<file path="src/pkg/smc_pkg.sv">
// Shared constants and types of the sensor mode configuration block.
package smc_pkg;
    // Register byte addresses on the internal register port.
    localparam logic [7:0] ADDR_MODE_CFG = 8'h50;
    localparam logic [7:0] ADDR_ST_INTERVAL = 8'h51;
    localparam logic [7:0] ADDR_AUX_FUNC = 8'h52;
    // Reset values.
    localparam logic [7:0] RST_MODE_CFG = 8'h00;
    localparam logic [7:0] RST_ST_INTERVAL = 8'h01;
    localparam logic [7:0] RST_AUX_FUNC = 8'h00;
    // Writable bit masks; reserved bits read as zero.
    localparam logic [7:0] MASK_MODE_CFG = 8'h03;
    localparam logic [7:0] MASK_AUX_FUNC = 8'h07;
    // Field positions.
    localparam int BIT_MODE = 0;
    localparam int BIT_PWM_POL = 1;
    // Auxiliary pin function codes.
    localparam logic [2:0] AUX_SUPPLY_ACT_LOW = 3'h4;
    localparam logic [2:0] AUX_SUPPLY_ACT_HIGH = 3'h5;
    // Sampling periods in ms and in clock cycles at 25 MHz.
    localparam longint CLK_HZ = 25000000;
    localparam longint ECO_PERIOD_MS = 500;
    localparam longint NORMAL_PERIOD_MS = 50;
    localparam longint ECO_PERIOD_CYC = ECO_PERIOD_MS * CLK_HZ / 1000;
    localparam longint NORMAL_PERIOD_CYC = NORMAL_PERIOD_MS * CLK_HZ / 1000;
    // Register port request carried as one bundle.
    typedef struct packed {
        logic wr;
        logic rd;
        logic [7:0] addr;
        logic [7:0] wdata;
    } smc_req_t;
endpackage : smc_pkg

</file>
<file path="src/core/smc_mode_regs.sv">
// Mode, self-test interval and auxiliary pin configuration registers.
`timescale 1ns/1ns
module smc_mode_regs #(
    parameter int CNT_W = 24,
    parameter logic [CNT_W-1:0] ECO_CYC = CNT_W'(smc_pkg::ECO_PERIOD_CYC),
    parameter logic [CNT_W-1:0] NORMAL_CYC = CNT_W'(smc_pkg::NORMAL_PERIOD_CYC)
) (
    // Clock, reset and enable.
    input wire logic ref_clk,
    input wire logic rst,
    input wire logic clk_en,
    // Register port.
    input wire smc_pkg::smc_req_t req,
    output logic [7:0] rdata,
    output logic rvalid,
    // Function requests from the PWM encoder and supply control.
    input wire logic pwm_active,
    input wire logic supply_active,
    // Pins and events.
    output logic pwm_pin,
    output logic aux_port_pin,
    output logic aux_port_pin_oe,
    output logic sample_tick,
    output logic selftest_tick
);
    // Stored configuration bytes, reserved bits already masked to zero.
    logic [7:0] operating_mode_config; // Mode and PWM polarity.
    logic [7:0] selftest_interval; // Sampling periods per self-test.
    logic [7:0] aux_pin_function; // Auxiliary pin function code.
    // Field views of the stored bytes.
    logic pwm_polarity_sel; // High: the PWM pin asserts high.
    logic [2:0] aux_code; // Function code of the auxiliary pin.
    // Next pin levels, registered below so that the pins never glitch.
    logic next_pwm_pin; // Next PWM pin level.
    logic next_aux_pin; // Next auxiliary pin level.
    logic next_aux_oe; // Next auxiliary output enable.

    // Decodes a register address for both the write and the read path, so that the
    // two can never disagree about the map; index zero means that no register answers.
    function automatic logic [1:0] reg_index(input logic [7:0] addr);
        logic [1:0] idx;
        case (addr)
            smc_pkg::ADDR_MODE_CFG:
                idx = 2'h1;
            smc_pkg::ADDR_ST_INTERVAL:
                idx = 2'h2;
            smc_pkg::ADDR_AUX_FUNC:
                idx = 2'h3;
            default:
                idx = 2'h0;
        endcase
        return idx;
    endfunction : reg_index

    // Polarity bit and auxiliary code sliced out of the stored bytes.
    assign pwm_polarity_sel = operating_mode_config[smc_pkg::BIT_PWM_POL];
    assign aux_code = aux_pin_function[2:0];

    // Register writes; reserved bits are masked on the way in.
    always_ff @(posedge ref_clk or posedge rst)
    begin
        if (rst)
        begin
            operating_mode_config <= smc_pkg::RST_MODE_CFG;
            selftest_interval <= smc_pkg::RST_ST_INTERVAL;
            aux_pin_function <= smc_pkg::RST_AUX_FUNC;
        end
        else if (clk_en && req.wr)
        begin
            case (reg_index(req.addr))
                2'h1:
                    operating_mode_config <= req.wdata & smc_pkg::MASK_MODE_CFG;
                // The interval uses all eight bits, so nothing is masked here.
                2'h2:
                    selftest_interval <= req.wdata;
                2'h3:
                    aux_pin_function <= req.wdata & smc_pkg::MASK_AUX_FUNC;
                // A write to an address that holds no register is dropped.
                default:
                    ;
            endcase
        end
    end

    // Read data is registered one cycle after the strobe; unmapped reads give zero.
    always_ff @(posedge ref_clk or posedge rst)
    begin
        if (rst)
        begin
            rdata <= 8'h00;
            rvalid <= 1'b0;
        end
        else if (clk_en)
        begin
            // The valid flag follows the strobe, so it is a one-cycle pulse per read.
            rvalid <= req.rd;
            // Reads have no side effect; a write in the same cycle shows at the next read.
            if (req.rd)
            begin
                case (reg_index(req.addr))
                    2'h1:
                        rdata <= operating_mode_config;
                    2'h2:
                        rdata <= selftest_interval;
                    2'h3:
                        rdata <= aux_pin_function;
                    default:
                        rdata <= 8'h00;
                endcase
            end
        end
    end

    // Pin level decode.
    always_comb
    begin
        next_pwm_pin = pwm_polarity_sel ? pwm_active : ~pwm_active;
        case (aux_code)
            smc_pkg::AUX_SUPPLY_ACT_LOW:
            begin
                next_aux_pin = ~supply_active;
                next_aux_oe = 1'b1;
            end
            smc_pkg::AUX_SUPPLY_ACT_HIGH:
            begin
                next_aux_pin = supply_active;
                next_aux_oe = 1'b1;
            end
            // A disabled pin is released and held low, so it never shows a stale level.
            // pin disabled
            default:
            begin
                next_aux_pin = 1'b0;
                next_aux_oe = 1'b0;
            end
        endcase
    end

    // Pins are registered so they come straight from flip-flops.
    always_ff @(posedge ref_clk or posedge rst)
    begin
        if (rst)
        begin
            // Idle level of an active-low PWM after reset.
            pwm_pin <= 1'b1;
            aux_port_pin <= 1'b0;
            aux_port_pin_oe <= 1'b0;
        end
        else if (clk_en)
        begin
            // A frozen block keeps its pin levels along with all other state.
            pwm_pin <= next_pwm_pin;
            aux_port_pin <= next_aux_pin;
            aux_port_pin_oe <= next_aux_oe;
        end
    end

    // Sampling and self-test scheduling.
    // The timer sees the mode bit directly, so a mode change takes hold at once
    // rather than at the end of the running period.
    smc_period_timer #(
        .CNT_W(CNT_W),
        .ECO_CYC(ECO_CYC),
        .NORMAL_CYC(NORMAL_CYC)
    ) u_timer (
        .ref_clk(ref_clk),
        .rst(rst),
        .clk_en(clk_en),
        .normal_mode(operating_mode_config[smc_pkg::BIT_MODE]),
        .interval(selftest_interval),
        .sample_tick(sample_tick),
        .selftest_tick(selftest_tick)
    );

    // Rule checks on the pins, registers and read answers of this block.
    a_pwm_polarity: assert property (@(posedge ref_clk) disable iff (rst)
        clk_en |=> pwm_pin == ($past(pwm_polarity_sel) ? $past(pwm_active) : !$past(pwm_active)))
        else $error("PWM level does not follow polarity.");
    a_eco_no_tick: assert property (@(posedge ref_clk) disable iff (rst)
        (sample_tick && !operating_mode_config[0] && clk_en) |=> !sample_tick)
        else $error("Sample tick repeated too soon.");
    a_zero_no_test: assert property (@(posedge ref_clk) disable iff (rst)
        (selftest_interval == 8'h00 && $past(selftest_interval) == 8'h00
         && $past(selftest_interval, 2) == 8'h00) |-> !selftest_tick)
        else $error("Self-test ran with interval zero.");
    a_test_on_tick: assert property (@(posedge ref_clk) disable iff (rst)
        selftest_tick |-> $past(sample_tick))
        else $error("Self-test not aligned to sample period.");
    a_aux_low: assert property (@(posedge ref_clk) disable iff (rst)
        (clk_en && aux_code == 3'h4) |=> aux_port_pin_oe && aux_port_pin == !$past(supply_active))
        else $error("Active-low supply enable wrong.");
    a_aux_high: assert property (@(posedge ref_clk) disable iff (rst)
        (clk_en && aux_code == 3'h5) |=> aux_port_pin_oe && aux_port_pin == $past(supply_active))
        else $error("Active-high supply enable wrong.");
    a_aux_off: assert property (@(posedge ref_clk) disable iff (rst)
        (clk_en && aux_code != 3'h4 && aux_code != 3'h5) |=> !aux_port_pin_oe)
        else $error("Aux pin driven while disabled.");
    a_reserved_zero: assert property (@(posedge ref_clk) disable iff (rst)
        operating_mode_config[7:2] == 6'h00 && aux_pin_function[7:3] == 5'h00)
        else $error("Reserved bits not zero.");
    a_reset_clear: assert property (@(posedge ref_clk)
        $fell(rst) |-> operating_mode_config == 8'h00 && selftest_interval == 8'h01)
        else $error("Reset values wrong.");
    a_mode_read_masked: assert property (@(posedge ref_clk) disable iff (rst)
        (clk_en && req.rd && req.addr == smc_pkg::ADDR_MODE_CFG)
        |=> rvalid && rdata[7:2] == 6'h00)
        else $error("Reserved mode bits read as one.");
    a_aux_read_masked: assert property (@(posedge ref_clk) disable iff (rst)
        (clk_en && req.rd && req.addr == smc_pkg::ADDR_AUX_FUNC)
        |=> rvalid && rdata[7:3] == 5'h00)
        else $error("Reserved aux bits read as one.");
endmodule : smc_mode_regs

</file>
<file path="src/core/smc_period_timer.sv">
// Sampling period tick generator and self-test scheduler.
`timescale 1ns/1ns
module smc_period_timer #(
    parameter int CNT_W = 24,
    parameter logic [CNT_W-1:0] ECO_CYC = CNT_W'(smc_pkg::ECO_PERIOD_CYC),
    parameter logic [CNT_W-1:0] NORMAL_CYC = CNT_W'(smc_pkg::NORMAL_PERIOD_CYC)
) (
    // Clock, reset and enable.
    input wire logic ref_clk,
    input wire logic rst,
    input wire logic clk_en,
    // Configuration.
    input wire logic normal_mode,
    input wire logic [7:0] interval,
    // Events.
    output logic sample_tick,
    output logic selftest_tick
);
    // Cycle counter within one sampling period.
    logic [CNT_W-1:0] cyc_cnt;
    // Sampling periods counted since the last self-test.
    logic [7:0] per_cnt;
    logic [CNT_W-1:0] period_len;

    // Period length follows the mode bit at once.
    // mode picks period
    assign period_len = normal_mode ? NORMAL_CYC : ECO_CYC;

    // Free running period counter; a mode change sets the new period length at once.
    always_ff @(posedge ref_clk or posedge rst)
    begin
        if (rst)
        begin
            cyc_cnt <= '0;
            sample_tick <= 1'b0;
        end
        else if (clk_en)
        begin
            if (cyc_cnt >= period_len - CNT_W'(1))
            begin
                cyc_cnt <= '0;
                sample_tick <= 1'b1;
            end
            else
            begin
                cyc_cnt <= cyc_cnt + CNT_W'(1);
                sample_tick <= 1'b0;
            end
        end
    end

    // Self-test every N sampling periods, none when N is zero.
    always_ff @(posedge ref_clk or posedge rst)
    begin
        if (rst)
        begin
            per_cnt <= 8'h00;
            selftest_tick <= 1'b0;
        end
        else if (clk_en)
        begin
            selftest_tick <= 1'b0;
            if (interval == 8'h00)
            begin
                per_cnt <= 8'h00;
            end
            else if (sample_tick)
            begin
                if (per_cnt + 8'h01 >= interval)
                begin
                    per_cnt <= 8'h00;
                    selftest_tick <= 1'b1;
                end
                else
                begin
                    per_cnt <= per_cnt + 8'h01;
                end
            end
        end
    end
endmodule : smc_period_timer

</file>
<file path="config.mk">
export PLATFORM = sky130hd
export DESIGN_NAME = smc_mode_regs
export DESIGN_NICKNAME = d
export VERILOG_FILES = /design/src/pkg/smc_pkg.sv /design/src/core/smc_mode_regs.sv /design/src/core/smc_period_timer.sv
export SDC_FILE = /design/constraint.sdc
export NUM_CORES = 1
export LEC_CHECK = 0
export BUFFER_PORTS_ARGS = -buffer_cell sky130_fd_sc_hd__buf_2
export CAP_MARGIN = 10
export CORE_ASPECT_RATIO = 1.4
export CORE_UTILIZATION = 50
export DETAILED_ROUTE_END_ITERATION = 8
export GPL_TIMING_DRIVEN = 0
export PLACE_DENSITY = 0.71
export RECOVER_POWER = 50
export SLEW_MARGIN = 10
export SYNTH_ARGS = -nofsm -noshare
export SYNTH_HDL_FRONTEND = slang
export SYNTH_HIERARCHICAL = 1
export SYNTH_SLANG_ARGS = --single-unit
export TNS_END_PERCENT = 5
</file>
<file path="constraint.sdc">
create_clock -name ref_clk -period 2.3 [get_ports ref_clk]
set_clock_uncertainty 0.05 [all_clocks]
set_input_delay 0.115 -clock ref_clk [delete_from_list [all_inputs] [get_ports ref_clk]]
set_output_delay 0.115 -clock ref_clk [all_outputs]
set_load 0.03 [all_outputs]
</file>
After elaboration in Yosys (flattened, before gate mapping)
Cells that the tools add are included.
Word-level totals
  bits in registers: 59
  output and inout port bits: 14
  word-level logic and storage cells: 56
Cells by class
  muxes and demuxes: 17
  reduce and logical (&&, ||, !) cells: 9
  order comparisons: 2
  add/subtract/negate cells: 3
  bitwise logic cells: 2
  eq/ne operators: 11
Operator list (count)
  24-bit 2-to-1 mux: 2
  24-bit by 1-bit adder with 24-bit output (second input constant): 1
  8-bit by 7-bit == test with 1-bit output (second input constant): 3
  24-bit greater-or-equal comparator: 1
  8-bit 2-to-1 mux: 3
  8-bit case mux with 3 select lines: 1
  24-bit by 1-bit subtractor with 24-bit output (second input constant): 1
  2-bit AND reduction: 5
  8-bit by 1-bit adder with 8-bit output (second input constant): 1
  2-bit == test (second input constant): 4
  8-bit greater-or-equal comparator: 1
  8-bit logical NOT: 1
  3-bit == test (second input constant): 2
  1-bit 2-to-1 mux: 6
  2-bit 2-to-1 mux: 3
  2-bit case mux with 3 select lines: 1
  2-bit by 1-bit == test with 1-bit output (second input constant): 2
  1-bit inverter: 2
  1-bit case mux with 2 select lines: 1
  2-bit nonzero test: 1
  2-bit OR reduction: 1
  1-bit logical AND: 1

Longest topological paths before layout
Gate-level depths: netlist (run 1).
  word-level depth: 6
  depth in mapped cells: 11
  mapped depth without buffers: 11

Cells and area by module
The synthesis (run 1) kept the hierarchy.
Modules (own cells, without submodules)
  smc_period_timer: area an instance 2234.6 um2, seq. area each 850.8 um2, cells each 228, times used 1
  smc_mode_regs: area an instance 1122.3 um2, seq. area each 628.1 um2, cells each 90, times used 1

Worst setup path before layout (run 1)
No wires, ideal clock.
  path type: reg-to-reg
  start point: register u_timer.per_cnt[1]
  end point: register u_timer.per_cnt[5]
  buffers on the path: 0
  required time: 2155 ps
  path slack: -72 ps
  arrival time: 2226 ps
  clock period less this slack: 2372 ps
  setup time: 95 ps
  cell stages (with the launch flop): 11
  path through: dfrtp_1 -> and3_1 -> and3_1 -> and3_1 -> xor2_1 -> ha_1 -> a41o_1 -> a21oi_1 -> o31a_2 -> nand2_1 -> o31ai_1
On the way
  cells in the longest elaborated chain, start to end: 5
Ends and longest elaborated chain
  start, declared: line smc_period_timer.sv:22  | logic [7:0] per_cnt;
  start signal, assigned: line smc_period_timer.sv:76  | per_cnt <= per_cnt + 8'h01;
  8-bit by 1-bit adder with 8-bit output (*): line smc_period_timer.sv:69, smc_period_timer.sv:76
  8-bit greater-or-equal comparator: line smc_period_timer.sv:69  | if (per_cnt + 8'h01 >= interval)
  8-bit 2-to-1 mux (*): line smc_period_timer.sv:69
  8-bit 2-to-1 mux (*): line smc_period_timer.sv:67  | else if (sample_tick)
  8-bit 2-to-1 mux (*): line smc_period_timer.sv:63  | if (interval == 8'h00)
Mark *: on every way between the ends. The rest lies on a longest branch, timed or not. The select of a mux whose other input is x is not followed.
A chain may end at the register's enable or synchronous reset.

Worst setup path after layout (run 1)
Same ends and word-level chain as after synthesis.

==> results_tabular.tex, run 1 <==
\begin{tabular}{lr}
\hline
Metric & Value \\
\hline
\multicolumn{2}{l}{\textbf{Logic synthesis}} \\
\quad Number of synthesized flops with an enable pin & 0 \\
\quad Post-synthesis register bit count & 59 \\
\quad Avg Inst Size Synth & 10.6 µm² \\
\quad Top cells by area, synth & sky130\_fd\_sc\_hd\_\_dfrtp\_1, sky130\_fd\_sc\_hd\_\_ha\_1, sky130\_fd\_sc\_hd\_\_xor2\_1 \\
\quad Synth Net Count & 364 \\
\quad Mapped Area & 3360 µm² \\
\quad Area leader, netlist & sky130\_fd\_sc\_hd\_\_dfrtp\_1 \\
\quad Sequential cell area fraction in the yosys report & 44.1\% \\
\quad Number of distinct library cells after synthesis & 56 \\
\quad Area share of the largest cell type after synthesis & 42.5\% \\
\quad Leading cell types by count after synthesis & sky130\_fd\_sc\_hd\_\_dfrtp\_1, sky130\_fd\_sc\_hd\_\_nand2\_1, sky130\_fd\_sc\_hd\_\_nor2\_1 \\
\quad Most frequent cell after synthesis & sky130\_fd\_sc\_hd\_\_dfrtp\_1 \\
\quad Ys flop type & sky130\_fd\_sc\_hd\_\_dfrtp\_1 \\
\quad Cell count after synthesis & 318 \\
\quad Number of warnings printed during yosys synthesis & 6 \\
\quad Proportion of synthesized flip-flops having asynchronous set or reset & 100\% \\
\multicolumn{2}{l}{\textbf{STA}} \\
\quad Max-slew headroom & 16.2\% \\
\quad Fmax & 396 MHz \\
\quad Setup ws final & -226 ps \\
\quad Measured slew at the worst slew-check pin & 1260 ps \\
\quad Final-report max-slew violation count & 0 \\
\quad RSZ-0062 raised after global routing & true \\
\quad Share of the clock period used by the worst path & 110\% \\
\quad Setup-failing EPs final & 9 \\
\quad Shortest clock period the worst path allows after layout & 2530 ps \\
\quad Final Hold Vio Count & 0 \\
\quad Post-Route Hold Slack & 70.1 ps \\
\multicolumn{2}{l}{\textbf{Cells and area}} \\
\quad Share of layout cells above drive strength 1 & 23.4\% \\
\quad Filler cell count & 563 \\
\quad Growth of design area from synthesis to finish & 19.8\% \\
\quad Final \#Nets & 426 \\
\quad Cell Count, Final, Fillers Out & 459 \\
\quad Number of antenna repair diodes & 0 \\
\quad Final cell utilization of the core & 61.6\% \\
\multicolumn{2}{l}{\textbf{Drt}} \\
\quad DRT met1 WL & 2.82 mm \\
\quad Detail Route met3 WL & 240 µm \\
\quad Routed vias & 2581 \\
\quad Wire length on met2 & 3.66 mm \\
\quad Wire per inst & 14.8 µm \\
\quad Remaining number of nets flagged by the antenna check after routing & 0 \\
\quad Uppermost routed layer & met4 \\
\quad Post-detailed-route via-to-cell ratio & 5.62 \\
\quad Number of iterations in the first detailed-routing pass & 6 \\
\quad Final WL & 6.81 mm \\
\quad Violation count after the first detailed-routing iteration & 89 \\
\quad DRC & 5 \\
\multicolumn{2}{l}{\textbf{Global routing}} \\
\quad Wire length of the first global-routing pass & 11.5 mm \\
\quad Initial antenna violation count & 0 \\
\quad Number of global-route vias before repair & 2525 \\
\quad Total gr overflow & 0 \\
\quad Pin count of the biggest net entering global routing & 35 \\
\quad Total track usage & 21.0\% \\
\multicolumn{2}{l}{\textbf{Power}} \\
\quad Power density over the cells & 622 nW/µm² \\
\quad Leakage power & 1.91 nW \\
\quad VDD IR-drop max & 0.462 mV \\
\multicolumn{2}{l}{\textbf{Clock network}} \\
\quad Num CTS Buffers & 9 \\
\quad Largest buffer count on any clock path & 2 \\
\quad Insertion delay of the later-clocked pin in the worst-skew pair & 340 ps \\
\quad Sinks on Clock Net & 59 \\
\quad TritonCTS clock tree & built \\
\quad Root Driver & sky130\_fd\_sc\_hd\_\_clkbuf\_8 \\
\quad Clk slew on worst S/H paths & 70 ps \\
\quad Level count of the clock H-tree & 3 \\
\multicolumn{2}{l}{\textbf{Job}} \\
\quad Max-capacitance violation count & 0 \\
\multicolumn{2}{l}{\textbf{Floorplan}} \\
\quad Standard-cell rows & 35 \\
\quad Count of boundary I/O pins & 37 \\
\quad Die area & 7050 µm² \\
\quad Die span in x & 71.3 µm \\
\quad Total core area & 6530 µm² \\
\quad Initial core utilization & 51.4\% \\
\quad Vertical die dimension & 99.0 µm \\
\multicolumn{2}{l}{\textbf{Placed design}} \\
\quad Post-placement cell count & 427 \\
\quad Half-perimeter wire length after detailed placement & 4.82 mm \\
\quad Global placer's final weighted congestion & 0.847 \\
\quad Input/output buffers & 35 \\
\multicolumn{2}{l}{\textbf{Setup path}} \\
\quad Max incr delay on CP & 430 ps \\
\quad CP arrival & 2720 ps \\
\quad Worst path top cell family by delay & simple AND/OR/NAND/NOR gates \\
\quad Setup crit start & u\_timer/per\_cnt[1]\$\_DFFE\_PP0P\_ \\
\quad FF-to-FF End & u\_timer/per\_cnt[5]\$\_DFFE\_PP0P\_ \\
\quad CP max FO & 4 \\
\quad Critical path start-end classification & flip-flop to flip-flop \\
\quad Crit start category & flip-flop \\
\quad Origin of the critical flop-to-flop path & u\_timer/per\_cnt[1]\$\_DFFE\_PP0P\_ \\
\quad Critical path required time & 2490 ps \\
\quad Crit path buffers/inverters & 0 \\
\quad Worst reg2reg setup slack & -230 ps \\
\quad Slowest cell on crit path & sky130\_fd\_sc\_hd\_\_dfrtp\_1 \\
\quad Crit-path cells & and3\_4 -> and3\_4 -> and3\_1 -> xor2\_1 -> ha\_1 -> a41o\_1 -> a21oi\_2 -> o31ai\_2 -> nor3\_1 -> o21ai\_1 -> o31ai\_2 \\
\quad FF-to-FF path depth & 11 \\
\quad Sort of element at the end of the critical path & flip-flop \\
\multicolumn{2}{l}{\textbf{Worst hold path}} \\
\quad Hold/Removal Path Class & input port to flip-flop \\
\quad Hold Startpoint & req[16] \\
\quad Endpoint with the worst hold slack & rdata[2]\$\_DFFE\_PP0P\_ \\
\quad Hold Crit Depth & 3 \\
\multicolumn{2}{l}{\textbf{Run status}} \\
\quad Result of the run & finished with violations \\
\quad Violated checks & design-rule violations, negative setup slack \\
\hline
\end{tabular}
## worst reg2reg max path: cells and delay by family (launching register included)
family	cells	cell delay (ps)
and+or+nand+nor	4	780
AOI/OAI and AO/OA	5	660
DFF	1	430
adders and majority gates	1	300
xor gates and xnor gates	1	210
## registers in the layout, indices dropped and copies added, names as in the netlist
| signal | cells |
|---|---|
| u_timer/cyc_cnt | 24 |
| u_timer/selftest_tick | 1 |
| u_timer/per_cnt | 8 |
| aux_pin_function | 3 |
| pwm_pin | 1 |
| u_timer/sample_tick | 1 |
| aux_port_pin | 1 |
| operating_mode_config | 2 |
| rdata | 8 |
| aux_port_pin_oe | 1 |
| selftest_interval | 8 |
| rvalid | 1 |
## worst max-delay path by stage
stage                                      to  cells after the start  slack (ps)
2_1_floorplan  u_timer/per_cnt[1]$_DFFE_PP0P_                      8         -10
3_3_place_gp   u_timer/per_cnt[5]$_DFFE_PP0P_                     10        -270
3_5_place_dp   u_timer/per_cnt[5]$_DFFE_PP0P_                     10        -250
4_1_cts        u_timer/per_cnt[5]$_DFFE_PP0P_                     10        -190
5_1_grt        u_timer/per_cnt[5]$_DFFE_PP0P_                     10        -330
6_report       u_timer/per_cnt[5]$_DFFE_PP0P_                     11        -230
## metal layers
layer	track usage (%)	vias up
met2	38.0	44
li1	-	1264
met4	7.85	0
met3	5.11	8
met1	23.4	1265
met5	0	-
## area by class of cell
cell class                      count  area [µm²]  area share, %
Clock buffer                       12         165           4.11
Inverter                           22        82.6           2.05
Buffer                              7        48.8           1.21
Multi-Input combinational cell    230        1800           44.7
Timing Repair Buffer               51         307           7.62
Clock inverter                      4        47.5           1.18
Tap cell                           74        92.6           2.30
Sequential cell                    59        1480           36.8
## cells in the final DEF (no fill, tap or decap), types with 12 or more instances in the layout
cell,n
sky130_fd_sc_hd__nor2_1,23
sky130_fd_sc_hd__nand2_1,24
sky130_fd_sc_hd__nand3_1,12
sky130_fd_sc_hd__dfrtp_1,55
sky130_fd_sc_hd__clkbuf_1,16
sky130_fd_sc_hd__clkbuf_8,12
sky130_fd_sc_hd__xor2_1,20
sky130_fd_sc_hd__ha_1,22
sky130_fd_sc_hd__inv_1,21
sky130_fd_sc_hd__buf_2,22
## cell families after synthesis
kind of cell	after synthesis	synth area share (%)
fa+ha+maj	23	8.57
compound gates	52	11.6
flops	59	44.1
buf+inv	29	3.95
simple gates	110	18.6
mux	17	5.93
xor+xnor	28	7.31
## metrics by stage
step | cell area [µm²] | worst slack (ps) | TNS, ps | power (W)
6_report | 4020 | -226 | -1330 | 0.00250
3_3_place_gp | 3630 | -272 | -5380 | 0.00149
2_1_floorplan | 3360 | -14.0 | -14.0 | 0.00140
4_1_cts | 3990 | -188 | -910 | 0.00252
3_5_place_dp | 3630 | -247 | -5810 | 0.00150
5_1_grt | 4020 | -333 | -3000 | 0.00263
## where the power goes
part	internal, W	leakage [nW]	switching (W)
clock network	0.000585	0.108	0.000410
registers	0.00110	0.795	0.0000690
logic	0.000152	1.01	0.000185
total	0.00184	1.91	0.000664
## what timing repair did
item                                    4_1_cts  5_1_grt
gates cloned                                  0        0
pin swaps                                     7        5
endpoints found under the setup margin       34       29
gates resized for setup                       3       14
buffers inserted                              4        1
hold buffers                                 11        0
hold endpoints to repair                     73        0
(Power assumes the default switching activity.)
==> inputs of run 2 (changes only) <==
==> constraint.sdc (replaced) <==
create_clock -name ref_clk -period 2.3 [get_ports ref_clk]
set_clock_uncertainty 0.05 [all_clocks]
set_input_delay 0.69 -clock ref_clk [delete_from_list [all_inputs] [get_ports ref_clk]]
set_output_delay 0.69 -clock ref_clk [all_outputs]
set_load 0.03 [all_outputs]
==> results_tabular.tex, run 2 (synthesized netlist as in run 1, its figures left out) <==
\begin{tabular}{lr}
\hline
Metric & Value \\
\hline
\multicolumn{2}{l}{\textbf{Placed design}} \\
\quad Half-perimeter wire length after detailed placement & 4.82 mm (unchanged) \\
\quad Global placer's final weighted congestion & 0.847 (unchanged) \\
\quad Post-placement worst setup slack & -247 ps (unchanged) \\
\quad Placed Area & 3630 µm² (unchanged) \\
\quad Input/output buffers & 35 (unchanged) \\
\multicolumn{2}{l}{\textbf{STA}} \\
\quad Fmax & 393 MHz (was 396 MHz) \\
\quad Max-slew headroom & 14.6\% (was 16.2\%) \\
\quad Final Hold Vio Count & 0 (unchanged) \\
\quad Final-report max-slew violation count & 0 (unchanged) \\
\quad Total negative setup slack & -1400 ps (was -1330 ps) \\
\quad Share of the clock period used by the worst path & 111\% (was 110\%) \\
\quad RSZ-0062 raised after global routing & true (unchanged) \\
\quad Shortest clock period the worst path allows after layout & 2540 ps (was 2530 ps) \\
\quad Post-Route Hold Slack & 422 ps (was 70.1 ps) \\
\quad Setup-failing EPs final & 9 (unchanged) \\
\quad Measured slew at the worst slew-check pin & 1280 ps (was 1260 ps) \\
\quad Setup ws final & -244 ps (was -226 ps) \\
\multicolumn{2}{l}{\textbf{Cells and area}} \\
\quad Final cell utilization of the core & 60.6\% (was 61.6\%) \\
\quad Register bank with the most flops & u\_timer/cyc\_cnt (unchanged) \\
\quad Share of layout cells above drive strength 1 & 28.6\% (was 23.4\%) \\
\quad Final \#Nets & 415 (was 426) \\
\quad Largest register FFs & 24 (unchanged) \\
\quad Final design area excluding fillers & 3960 µm² (was 4020 µm²) \\
\quad Number of antenna repair diodes & 0 (unchanged) \\
\quad Growth of design area from synthesis to finish & 17.8\% (was 19.8\%) \\
\quad Most frequent cells in the layout & sky130\_fd\_sc\_hd\_\_dfrtp\_1, sky130\_fd\_sc\_hd\_\_buf\_2, sky130\_fd\_sc\_hd\_\_nand2\_1 (was sky130\_fd\_sc\_hd\_\_dfrtp\_1, sky130\_fd\_sc\_hd\_\_nand2\_1, sky130\_fd\_sc\_hd\_\_nor2\_1) \\
\quad Commonest non-fill, non-tap cell in the layout & sky130\_fd\_sc\_hd\_\_dfrtp\_1 (unchanged) \\
\quad Filler cell count & 557 (was 563) \\
\multicolumn{2}{l}{\textbf{Setup path}} \\
\quad FF-to-FF End & u\_timer/per\_cnt[5]\$\_DFFE\_PP0P\_ (unchanged) \\
\quad Sort of element at the end of the critical path & flip-flop (unchanged) \\
\quad Crit-path cells & and3\_4 -> and3\_4 -> and3\_1 -> xor2\_1 -> ha\_1 -> a41o\_1 -> a21oi\_2 -> o31ai\_2 -> nor3\_1 -> o21ai\_1 -> o31ai\_2 (unchanged) \\
\quad FF-to-FF path depth & 11 (unchanged) \\
\quad Crit start category & flip-flop (unchanged) \\
\quad CP arrival & 2740 ps (was 2720 ps) \\
\quad Critical path start-end classification & flip-flop to flip-flop (unchanged) \\
\quad Critical path required time & 2490 ps (about the same) \\
\quad Slowest cell on crit path & sky130\_fd\_sc\_hd\_\_dfrtp\_1 (unchanged) \\
\quad Max incr delay on CP & 430 ps (about the same) \\
\quad Worst reg2reg setup slack & -240 ps (was -230 ps) \\
\quad Origin of the critical flop-to-flop path & u\_timer/per\_cnt[1]\$\_DFFE\_PP0P\_ (unchanged) \\
\quad CP max FO & 4 (unchanged) \\
\multicolumn{2}{l}{\textbf{Drt}} \\
\quad Violation count after the first detailed-routing iteration & 74 (was 89) \\
\quad Remaining number of nets flagged by the antenna check after routing & 0 (unchanged) \\
\quad Wire per inst & 15.1 µm (was 14.8 µm) \\
\quad Final WL & 6.76 mm (was 6.81 mm) \\
\quad DRC & 5 (unchanged) \\
\quad Number of iterations in the first detailed-routing pass & 6 (unchanged) \\
\quad Routed vias & 2556 (was 2581) \\
\quad Post-detailed-route via-to-cell ratio & 5.71 (was 5.62) \\
\multicolumn{2}{l}{\textbf{Floorplan}} \\
\quad Count of boundary I/O pins & 37 (unchanged) \\
\quad Standard-cell rows & 35 (unchanged) \\
\quad Die area & 7050 µm² (unchanged) \\
\quad Vertical die dimension & 99.0 µm (unchanged) \\
\quad Die span in x & 71.3 µm (unchanged) \\
\quad Initial core utilization & 51.4\% (unchanged) \\
\quad Total core area & 6530 µm² (unchanged) \\
\multicolumn{2}{l}{\textbf{Worst hold path}} \\
\quad Hold Startpoint & rdata[0]\$\_DFFE\_PP0P\_ (was req[16]) \\
\quad Hold Crit Depth & 2 (was 3) \\
\quad Endpoint with the worst hold slack & rdata[0]\$\_DFFE\_PP0P\_ (was rdata[2]\$\_DFFE\_PP0P\_) \\
\quad Hold/Removal Path Class & flip-flop to flip-flop (was input port to flip-flop) \\
\multicolumn{2}{l}{\textbf{Run status}} \\
\quad Violated checks & design-rule violations, negative setup slack (unchanged) \\
\quad Result of the run & finished with violations (unchanged) \\
\multicolumn{2}{l}{\textbf{Job}} \\
\quad Max-capacitance violation count & 0 (unchanged) \\
\multicolumn{2}{l}{\textbf{Clock network}} \\
\quad TritonCTS clock tree & built (unchanged) \\
\quad Level count of the clock H-tree & 3 (unchanged) \\
\quad Root Driver & sky130\_fd\_sc\_hd\_\_clkbuf\_8 (unchanged) \\
\quad Sinks on Clock Net & 59 (unchanged) \\
\quad Insertion delay of the later-clocked pin in the worst-skew pair & 340 ps (about the same) \\
\quad Clk slew on worst S/H paths & 70 ps (about the same) \\
\quad Num CTS Buffers & 9 (unchanged) \\
\quad Largest buffer count on any clock path & 2 (unchanged) \\
\multicolumn{2}{l}{\textbf{Global routing}} \\
\quad Pin count of the biggest net entering global routing & 35 (unchanged) \\
\quad Total gr overflow & 0 (unchanged) \\
\quad Total track usage & 20.7\% (was 21.0\%) \\
\quad Initial antenna violation count & 0 (unchanged) \\
\quad Number of global-route vias before repair & 2480 (was 2525) \\
\quad Wire length of the first global-routing pass & 11.4 mm (was 11.5 mm) \\
\multicolumn{2}{l}{\textbf{Power}} \\
\quad Leakage power & 1.93 nW (was 1.91 nW) \\
\quad Power density over the cells & 631 nW/µm² (was 622 nW/µm²) \\
\quad VDD IR-drop max & 0.461 mV (was 0.462 mV) \\
\hline
\end{tabular}
[run 2: changes by cell type in the layout (fill, tap and decap cells not counted), sizes merged]
cell         change
buf             +13
dlygate4sd3     -11
clkbuf          -13
[run 2: report_power, final]
| group | switching (W) | total, W | internal [W] | leakage (nW) |
|---|---|---|---|---|
| logic | 0.000184 | 0.000328 | 0.000143 | 1.03 |
| clock network | 0.000411 | 0.000996 | 0.000585 | 0.108 |
| registers | 0.0000700 | 0.00117 | 0.00110 | 0.795 |
[run 2: worst max-delay path by stage]
stage                                         from                              to  slack (ps)  depth (start not counted)
finish              u_timer/per_cnt[1]$_DFFE_PP0P_  u_timer/per_cnt[5]$_DFFE_PP0P_        -240                         11
CTS                 u_timer/per_cnt[0]$_DFFE_PP0P_  u_timer/per_cnt[5]$_DFFE_PP0P_        -190                         10
global placement    u_timer/per_cnt[0]$_DFFE_PP0P_  u_timer/per_cnt[5]$_DFFE_PP0P_        -270                         10
floorplan           u_timer/per_cnt[1]$_DFFE_PP0P_  u_timer/per_cnt[1]$_DFFE_PP0P_         -10                          8
global route        u_timer/per_cnt[1]$_DFFE_PP0P_  u_timer/per_cnt[5]$_DFFE_PP0P_        -330                         10
detailed placement  u_timer/per_cnt[0]$_DFFE_PP0P_  u_timer/per_cnt[5]$_DFFE_PP0P_        -250                         10
[run 2: critical path: cells and delay by family (launching register included)]
family                   cells  cell delay (ps)
AO/OA/AOI/OAI                5              670
XOR/XNOR                     1              210
adder cells (fa/ha/maj)      1              300
flip-flops                   1              430
AND/OR/NAND/NOR              4              790
[run 2: through the flow]
step | power, W | cells
detailed placement | 0.00150 | 427
CTS | 0.00251 | 447
finish | 0.00250 | 448
global placement | 0.00149 | 427
floorplan | 0.00140 | 318
global route | 0.00262 | 448
[run 2: area by class of cell]
| cell class | instances | area, µm² | share of cell area (%) |
|---|---|---|---|
| Sequential cell | 59 | 1480 | 37.5 |
| Inverter | 22 | 82.6 | 2.09 |
| Clock buffer | 12 | 165 | 4.18 |
| Clock inverter | 4 | 47.5 | 1.20 |
| Timing Repair Buffer | 40 | 213 | 5.38 |
| Buffer | 7 | 48.8 | 1.23 |
| Tap cell | 74 | 92.6 | 2.34 |
| Multi-Input combinational cell | 230 | 1820 | 46.1 |
[run 2: layer usage]
| layer | wire, µm | GRT usage (%) | vias up |
|---|---|---|---|
| met4 | 106 | 7.85 | 0 |
| li1 | - | - | 1239 |
| met3 | 239 | 5.01 | 9 |
| met5 | 0 | 0 | - |
| met2 | 3600 | 37.2 | 49 |
| met1 | 2820 | 23.4 | 1259 |
[run 2: timing repair]
| item | in CTS | in global routing |
|---|---|---|
| setup buffers | 4 | 1 |
| endpoints found under the setup margin | 34 | 29 |
| hold buffers | 0 | 0 |
| pin swaps | 7 | 5 |
| gates resized for setup | 3 | 14 |
